`src/fmf_pkg.sv`:
```
// Purpose: Shared constants for the four-lane multiply-sum-accumulate filter
// Assumes: One 100 MHz clock, AXI4-Lite register access
// Notes:   Register offsets are byte addresses
// What this block does
// Fractional format outputs upper sixteen accumulator bits
// Integer format outputs lower sixteen bits, unrounded
// Format, hold target, accumulate are registered first
// Hold low: lane loads pixel and weight
// Hold high, target low: weight kept
// Hold high, target high: pixel kept
// Unheld input registers always refresh each cycle
// Accumulate low restarts with current sum
// Restart in fractional format adds half LSB
// Accumulate high adds sum, no rounding
// Latch enable low copies result to output
// Latch enable high holds output, accumulation continues
// Drive enable low drives bus, else released
// Controller picks format for current coefficients
// Result reaches output five clocks after capture
// Accumulator is 25-bit signed
// Four 10-bit signed pixel inputs
// Four 11-bit signed weight inputs
// Four signed products summed sign-extended
// Rounding one sits just below output LSB
package fmf_pkg;
  localparam int NUM_LANES = 4;
  localparam int PIX_W     = 10;
  localparam int WGT_W     = 11;
  localparam int PROD_W    = PIX_W + WGT_W;
  localparam int SUM_W     = PROD_W + 2;
  localparam int ACC_W     = 25;
  localparam int OUT_W     = 16;
  localparam int FRAC_LSB  = ACC_W - OUT_W;
  localparam int ROUND_BIT = FRAC_LSB - 1;
  localparam int LATENCY   = 5;
  localparam int PIPE_D    = LATENCY;

  localparam int         AXI_AW    = 4;
  localparam logic [3:0] OFF_CTRL  = 4'h0;
  localparam logic [3:0] OFF_RES   = 4'h4;
  localparam logic [3:0] OFF_ACC   = 4'h8;

  localparam int BIT_FORMAT_SELECT   = 0;
  localparam int BIT_TSEL   = 1;
  localparam int BIT_ACC    = 2;
  localparam int BIT_OUTPUT_LATCH_ENABLE_N_N = 3;
  localparam int BIT_OEN_N  = 4;
  localparam int BIT_HOLD   = 8;

  localparam logic [31:0] CTRL_RST = 32'h0000_0010;
  localparam logic [31:0] CTRL_WMASK = 32'h0000_0f1f;

  localparam logic [1:0] RESP_OKAY   = 2'h0;
  localparam logic [1:0] RESP_SLVERR = 2'h2;
endpackage : fmf_pkg

```
`src/fmf_lane_if.sv`:
```
// Purpose: Carrier between the filter core and one multiplier lane
// Assumes: Same clock on both sides
// Notes:   Product is registered inside the lane
`timescale 1ns/1ps
interface fmf_lane_if
  import fmf_pkg::*;
();
  logic signed [PIX_W-1:0]  pix;
  logic signed [WGT_W-1:0]  wgt;
  logic                     hold;
  logic                     tsel;
  logic signed [PROD_W-1:0] prod;
  modport lane (input pix, input wgt, input hold, input tsel, output prod);
  modport core (output pix, output wgt, output hold, output tsel, input prod);
endinterface : fmf_lane_if

```
`src/fmf_lane.sv`:
```
// Purpose: One lane: held input registers and a registered product
// Assumes: Pixel and weight come from logic on the same clock
// Notes:   At least one input register refreshes every cycle
`timescale 1ns/1ps
module fmf_lane
  import fmf_pkg::*;
(
  input  wire logic clk,
  input  wire logic rst_n,
  fmf_lane_if.lane  lp
);
  typedef struct packed {
    logic signed [PIX_W-1:0]  pix;
    logic signed [WGT_W-1:0]  wgt;
    logic signed [PROD_W-1:0] prod;
  } fmf_lane_s;

  fmf_lane_s st_r;
  fmf_lane_s st_nxt;

  always_comb begin
    st_nxt = st_r;
    if (!lp.hold || !lp.tsel) begin
      st_nxt.pix = lp.pix;
    end
    if (!lp.hold || lp.tsel) begin
      st_nxt.wgt = lp.wgt;
    end
    st_nxt.prod = st_r.pix * st_r.wgt;
  end

  always_ff @(posedge clk or negedge rst_n) begin
    if (!rst_n) begin
      st_r <= '0;
    end else begin
      st_r <= st_nxt;
    end
  end

  assign lp.prod = st_r.prod;
endmodule : fmf_lane

```
`src/fmf_sum.sv`:
```
// Purpose: Registered sign-extended sum of the lane products
// Assumes: Products arrive registered
// Notes:   Sum is wide enough for four full-scale products
`timescale 1ns/1ps
module fmf_sum
  import fmf_pkg::*;
(
  input  wire logic                                clk,
  input  wire logic                                rst_n,
  input  wire logic [NUM_LANES-1:0][PROD_W-1:0]    prods,
  output logic signed [SUM_W-1:0]                  sum
);
  typedef struct packed {
    logic signed [SUM_W-1:0] sum;
  } fmf_sum_s;

  fmf_sum_s st_r;
  fmf_sum_s st_nxt;

  always_comb begin
    st_nxt = st_r;
    st_nxt.sum = '0;
    for (int i = 0; i < NUM_LANES; i++) begin
      st_nxt.sum = st_nxt.sum + SUM_W'(signed'(prods[i]));
    end
  end

  always_ff @(posedge clk or negedge rst_n) begin
    if (!rst_n) begin
      st_r <= '0;
    end else begin
      st_r <= st_nxt;
    end
  end

  assign sum = st_r.sum;
endmodule : fmf_sum

```
`src/fmf_filter.sv`:
```
// Purpose: Four-lane multiply-sum-accumulate filter with AXI4-Lite control
// Assumes: Pixel and weight inputs come from same-clock logic
// Notes:   Output drive enable is a register bit, so it acts one clock late
//
// The AXI4-Lite register port and the register offsets were chosen for this implementation.
`timescale 1ns/1ps
module fmf_filter
  import fmf_pkg::*;
(
  input  wire logic                              clk,
  input  wire logic                              rst_n,
  input  wire logic                              s_axi_awvalid,
  output logic                                   s_axi_awready,
  input  wire logic [AXI_AW-1:0]                 s_axi_awaddr,
  input  wire logic [2:0]                        s_axi_awprot,
  input  wire logic                              s_axi_wvalid,
  output logic                                   s_axi_wready,
  input  wire logic [31:0]                       s_axi_wdata,
  input  wire logic [3:0]                        s_axi_wstrb,
  output logic                                   s_axi_bvalid,
  input  wire logic                              s_axi_bready,
  output logic [1:0]                             s_axi_bresp,
  input  wire logic                              s_axi_arvalid,
  output logic                                   s_axi_arready,
  input  wire logic [AXI_AW-1:0]                 s_axi_araddr,
  input  wire logic [2:0]                        s_axi_arprot,
  output logic                                   s_axi_rvalid,
  input  wire logic                              s_axi_rready,
  output logic [31:0]                            s_axi_rdata,
  output logic [1:0]                             s_axi_rresp,
  input  wire logic [NUM_LANES-1:0][PIX_W-1:0]   pixel_inputs,
  input  wire logic [NUM_LANES-1:0][WGT_W-1:0]   weight_inputs,
  output logic [OUT_W-1:0]                       output_word_o,
  output logic                                   output_word_oe
);
  typedef struct packed {
    logic                    awready;
    logic                    wready;
    logic                    aw_ok;
    logic                    w_ok;
    logic [AXI_AW-1:0]       aw_addr;
    logic [31:0]             w_data;
    logic [3:0]              w_strb;
    logic                    bvalid;
    logic [1:0]              bresp;
    logic                    arready;
    logic                    rvalid;
    logic [1:0]              rresp;
    logic [31:0]             rdata;
    logic [31:0]             ctrl;
    logic [PIPE_D-1:0]       format_select_p;
    logic [PIPE_D-1:0]       acc_p;
    logic [PIPE_D-1:0]       output_latch_enable_n_n_p;
    logic signed [ACC_W-1:0] acc;
    logic [OUT_W-1:0]        sel;
    logic [OUT_W-1:0]        out;
    logic                    oe;
  } fmf_top_s;

  localparam logic signed [ACC_W-1:0] ROUND_ONE = ACC_W'(1) << ROUND_BIT;

  fmf_top_s                            st_r;
  fmf_top_s                            st_nxt;
  logic [NUM_LANES-1:0][PROD_W-1:0]    prods;
  logic signed [SUM_W-1:0]             sum;
  logic signed [ACC_W-1:0]             sum_ext;
  logic [3:0]                          wr_byte;

  fmf_lane_if lanes [NUM_LANES] ();

  for (genvar g = 0; g < NUM_LANES; g++) begin : g_lane
    assign lanes[g].pix  = pixel_inputs[g];
    assign lanes[g].wgt  = weight_inputs[g];
    assign lanes[g].hold = st_r.ctrl[BIT_HOLD+g];
    assign lanes[g].tsel = st_r.ctrl[BIT_TSEL];
    assign prods[g]      = lanes[g].prod;
    fmf_lane u_lane (
      .clk   (clk),
      .rst_n (rst_n),
      .lp    (lanes[g])
    );
  end

  fmf_sum u_sum (
    .clk   (clk),
    .rst_n (rst_n),
    .prods (prods),
    .sum   (sum)
  );

  assign sum_ext = ACC_W'(sum);

  always_comb begin
    st_nxt = st_r;

    // Write channel: address and data may arrive in either order
    if (s_axi_awvalid && st_r.awready) begin
      st_nxt.aw_ok   = 1'b1;
      st_nxt.aw_addr = s_axi_awaddr;
    end
    if (s_axi_wvalid && st_r.wready) begin
      st_nxt.w_ok   = 1'b1;
      st_nxt.w_data = s_axi_wdata;
      st_nxt.w_strb = s_axi_wstrb;
    end
    if (st_r.bvalid && s_axi_bready) begin
      st_nxt.bvalid = 1'b0;
    end
    wr_byte = '0;
    if (st_r.aw_ok && st_r.w_ok && !st_r.bvalid) begin
      st_nxt.aw_ok  = 1'b0;
      st_nxt.w_ok   = 1'b0;
      st_nxt.bvalid = 1'b1;
      st_nxt.bresp  = RESP_OKAY;
      case (st_r.aw_addr)
        OFF_CTRL: wr_byte = st_r.w_strb;
        OFF_RES, OFF_ACC: wr_byte = '0;
        default: st_nxt.bresp = RESP_SLVERR;
      endcase
    end
    for (int b = 0; b < 4; b++) begin
      if (wr_byte[b]) begin
        st_nxt.ctrl[8*b +: 8] = st_r.w_data[8*b +: 8] & CTRL_WMASK[8*b +: 8];
      end
    end
    // Ready only while the slot is free, so nothing is taken twice
    st_nxt.awready = !st_nxt.aw_ok && !st_nxt.bvalid;
    st_nxt.wready  = !st_nxt.w_ok && !st_nxt.bvalid;

    // Read channel: one read in flight, answer one clock after the address
    if (st_r.rvalid && s_axi_rready) begin
      st_nxt.rvalid = 1'b0;
    end
    if (s_axi_arvalid && st_r.arready) begin
      st_nxt.rvalid = 1'b1;
      st_nxt.rresp  = RESP_OKAY;
      case (s_axi_araddr)
        OFF_CTRL: st_nxt.rdata = st_r.ctrl;
        OFF_RES:  st_nxt.rdata = {{(32-OUT_W){1'b0}}, st_r.out};
        OFF_ACC:  st_nxt.rdata = 32'(st_r.acc);
        default: begin
          st_nxt.rdata = '0;
          st_nxt.rresp = RESP_SLVERR;
        end
      endcase
    end
    st_nxt.arready = !st_nxt.rvalid;

    // Controls travel with the data they were captured with
    st_nxt.format_select_p   = {st_r.format_select_p[PIPE_D-2:0], st_r.ctrl[BIT_FORMAT_SELECT]};
    st_nxt.acc_p    = {st_r.acc_p[PIPE_D-2:0], st_r.ctrl[BIT_ACC]};
    st_nxt.output_latch_enable_n_n_p = {st_r.output_latch_enable_n_n_p[PIPE_D-2:0], st_r.ctrl[BIT_OUTPUT_LATCH_ENABLE_N_N]};

    // Accumulator stage, third edge after capture
    if (st_r.acc_p[2]) begin
      st_nxt.acc = st_r.acc + sum_ext;
    end else if (!st_r.format_select_p[2]) begin
      st_nxt.acc = sum_ext + ROUND_ONE;
    end else begin
      st_nxt.acc = sum_ext;
    end

    // Bit selection, fourth edge
    if (st_r.format_select_p[3]) begin
      st_nxt.sel = st_r.acc[OUT_W-1:0];
    end else begin
      st_nxt.sel = st_r.acc[ACC_W-1:FRAC_LSB];
    end

    // Output register, fifth edge; accumulation above runs regardless
    if (!st_r.output_latch_enable_n_n_p[4]) begin
      st_nxt.out = st_r.sel;
    end

    st_nxt.oe = !st_r.ctrl[BIT_OEN_N];
  end

  always_ff @(posedge clk or negedge rst_n) begin
    if (!rst_n) begin
      st_r         <= '0;
      st_r.ctrl    <= CTRL_RST;
      st_r.awready <= 1'b1;
      st_r.wready  <= 1'b1;
      st_r.arready <= 1'b1;
    end else begin
      st_r <= st_nxt;
    end
  end

  assign s_axi_awready  = st_r.awready;
  assign s_axi_wready   = st_r.wready;
  assign s_axi_bvalid   = st_r.bvalid;
  assign s_axi_bresp    = st_r.bresp;
  assign s_axi_arready  = st_r.arready;
  assign s_axi_rvalid   = st_r.rvalid;
  assign s_axi_rdata    = st_r.rdata;
  assign s_axi_rresp    = st_r.rresp;
  assign output_word_o  = st_r.out;
  assign output_word_oe = st_r.oe;
endmodule : fmf_filter

```
`config.mk`:
```
export PLATFORM = sky130hd
export DESIGN_NAME = fmf_filter
export DESIGN_NICKNAME = d
export VERILOG_FILES = /design/src/fmf_pkg.sv /design/src/fmf_lane_if.sv /design/src/fmf_lane.sv /design/src/fmf_sum.sv /design/src/fmf_filter.sv
export SDC_FILE = /design/constraint.sdc
export NUM_CORES = 2
export LEC_CHECK = 0
export BUFFER_PORTS_ARGS = -buffer_cell sky130_fd_sc_hd__clkbuf_2
export CAP_MARGIN = 10
export CORE_MARGIN = 3
export CORE_UTILIZATION = 30
export CTS_BUF_LIST = sky130_fd_sc_hd__clkbuf_4 sky130_fd_sc_hd__clkbuf_8
export DETAILED_ROUTE_END_ITERATION = 16
export HOLD_SLACK_MARGIN = 0.06
export PLACE_DENSITY = 0.53
export SYNTH_ARGS = -nofsm -noshare
export SYNTH_HDL_FRONTEND = slang
export SYNTH_SLANG_ARGS = --single-unit
```
`constraint.sdc`:
```
create_clock -name clk -period 7.6 [get_ports clk]
set_input_delay 1.52 -clock clk [delete_from_list [all_inputs] [get_ports clk]]
set_output_delay 1.52 -clock clk [all_outputs]
set_load 0.02 [all_outputs]
```
==> results_dict.tcl <==
set metrics [dict create \
    status "finished, final reports clean" \
    m1WireLength_mm 29.90 \
    cts_buffers 57 \
    grt_pass1_wl_mm 113.9 \
    ant_nets 0 \
    cts_tree "done" \
    worstSetupPathType "reg -> reg" \
    synth-compound-area-share_pct 6.016 \
    drive_gt1_share_pct 14.07 \
    cts_sinks 319 \
    via_per_inst 4.423 \
    post_synth_num_cell_types 67 \
    port_buffers 165 \
    slew_headroom_pct 42.93 \
    antenna_found_initial 9 \
    fillers 10410 \
    yosys.area_share.simple_pct 10.67 \
    yosysTopAreaCell "fa_1" \
    synth_edf_count 0 \
    cp.required_ns 8.16 \
    holdCritPathClass "reg -> reg" \
    cap_violations 0 \
    whs_ns 0.3407 \
    chipHeight_um 328.0 \
    critPathMaxFanout 12 \
    netlist_top_cells_area "fa_1 28%, dfrtp_1 25%, ha_1 10%" \
    path_clk_slew_ns 0.06 \
    overflow 0 \
    drt_iter0_drc 789 \
    die_w_um 328.0 \
    rsz0062_at_grt "false" \
    gp_congestion 0.8069 \
    yosysWarnings 0 \
    grt_use_total_pct 13.20 \
    finalClockSkew_ns 0.03664 \
    wl_per_cell_um 15.06 \
    core-area_mm2 0.1023 \
    clock_latency_ns 0.68 \
    wl_met2_mm 34.25 \
    async_flop_share_pct 100.0 \
    drc 0 \
    final_cells 4535 \
    syn-cell-area_mm2 0.03111 \
    h-tree-depth 2 \
    max-clock-path-buffers 3 \
    area_growth_pct 9.933 \
    grt_pass1_vias 21160 \
    ios 199 \
    seq_area_mm2 0.007988 \
    routed_wl_mm 68.29 \
    syn_inst 3048 \
    hold_violations 0 \
    fin_setup_tns_ns 0 \
    finalSetupViolCount 0 \
    synthFlopType "dfrtp_1" \
    yosys.area.top_type_share_pct 28.31 \
    synth_top_family_by_area "adder cells" \
    worstSetupEndpointType "register" \
    hold_buffers 0 \
    fmax_mhz 175.0 \
    initial_core_util_pct 30.41 \
    finalNetCount 3952 \
    avgSynthCellArea_um2 10.21 \
    multiInputGateArea_mm2 0.02018 \
    worst_slew_pin_slew_ns 0.8560 \
    ys_top_cells_by_count "571 x inv_1, 440 x fa_1, 328 x nand2_1, 315 x dfrtp_1, 251 x ha_1" \
    grt_max_degree 91 \
    post-synth-top-count-cell "inv_1" \
    synthXorXnorAreaFrac_pct 4.166 \
    cts_root_buffer "clkbuf_8" \
    synthAdderAreaFrac_pct 38.40 \
    topRoutingLayerUsed "met5" \
    postCtsSetupBuffers 0 \
    worstPathArrival_ns 6.28 \
    num_vias 20060 \
    yosysSeqAreaShare_pct 25.67 \
    muxShareOfSynthArea_pct 5.566 \
    die_area_mm2 0.1076 \
    dp_cells 4429 \
    num_rows 117 \
    drv_slew 0 \
    post_cts_resized 0 \
    wl_met3_mm 2.684 \
    hpwl_mm 55.67 \
    synth_seq_cells 319 \
    firstDrtPassIters 5 \
    start_kind "register" \
    period_share_pct 75.17 \
    fin_crit_ns 5.713 \
]
[kinds of logic (layout without fill, tap and decap cells)]
logic type,Yosys count,after routing
muxes,154,154
adders and majority gates,691,691
buffers and inverters,735,848
and+or+nand+nor,705,705
AOI/OAI and AO/OA,295,295
xor gates and xnor gates,148,148
other,1,7
DFF,319,319
[per-layer routing]
layer,track usage [%],vias up
met5,0,-
met4,3.060,6
met3,2.257,87
met2,22.88,287
met1,17.17,10150
li1,-,9531
[sequential cells by signal, indices dropped and copies added (netlist names), 4 cells and up]
register / flops
lanes.hold: 4
output_word_o: 16
u_sum.sum: 23
g_lane.u_lane.st_r: 84
st_r: 60
g_lane.u_lane.lp.prod: 84
st_nxt: 14
s_axi_rdata: 25
[critical path, stage by stage (launching register included)]
cell and delay (ns):
dfrtp_1 0.72, nand2_1 0.26, fa_1 0.55, inv_1 0.06, fa_1 0.48, fa_1 0.56
fa_1 0.42, fa_1 0.44, ha_1 0.36, a21o_1 0.20, a21o_1 0.18, a21oi_1 0.27
o21ai_0 0.18, a2111oi_0 0.44, o21bai_1 0.15, a21oi_1 0.19, xnor2_1 0.15
[path summary, 6_finish.rpt]
check                                     startpoint                      endpoint  slack [ns]  cells after the start
setup / recovery           g_lane[0].u_lane.st_r[33]  g_lane[0].u_lane.lp.prod[19]        1.89                     16
hold / removal                            st_nxt[62]                      st_r[62]        0.34                      0
setup reg to reg           g_lane[0].u_lane.st_r[33]  g_lane[0].u_lane.lp.prod[19]        1.89                     16
hold reg to reg                           st_nxt[62]                      st_r[62]        0.34                      0
max in group asynchronous                      rst_n                      st_r[34]        5.46                      2
min in group asynchronous                      rst_n     g_lane[3].u_lane.st_r[21]        0.82                      1
[area by class of cell]
type                            instances  area share (%)
Clock inverter                         18          0.5999
Inverter                              574           6.299
Antenna cell                            5         0.03658
Sequential cell                       319           23.35
Timing Repair Buffer                  173           2.656
Clock buffer                           83           3.047
Multi-Input combinational cell       1995           59.00
Tap cell                             1368           5.004
[cell usage in the layout, fill, tap and decap left out, types with 4 or more instances in the layout]
master and n:
nand3b_1 4, diode_2 5, a211oi_1 6, a21oi_1 85
a21o_1 31, a31oi_1 4, clkinvlp_4 4, a2111oi_0 6
and2_1 160, nand2b_1 25, xnor2_1 117, dfrtp_1 315
a22oi_1 18, o21ai_1 9, o21bai_1 14, o21ai_0 67
clkbuf_8 67, clkbuf_2 164, nand4_1 7, ha_1 251
a211o_1 7, fa_1 440, clkbuf_4 16, or3_1 5
clkinv_2 8, nor3_1 23, nand2_1 328, mux2_2 151
nor2_1 102, inv_1 571, and3_1 10, buf_4 7
nand3_1 8, dfstp_2 4, or2_2 6, xor2_1 31
o21a_1 14, o211ai_1 4, nor2b_1 20
[stage by stage]
| stage | instance area (um^2) | worst slack [ns] | util [%] |
|---|---|---|---|
| finish | 34200 | 1.887 | 33.43 |
| detailed placement | 32940 | 1.877 | 32.20 |
| CTS | 34190 | 1.864 | 33.41 |
| floorplan | 31120 | 2.466 | - |
| global route | 34200 | 1.441 | 33.42 |
| global placement | 32940 | 1.946 | 32.20 |
Power is left out: the tool's default activity adds up to more than one toggle a clock period on the data nets, which glitch-free logic cannot reach.
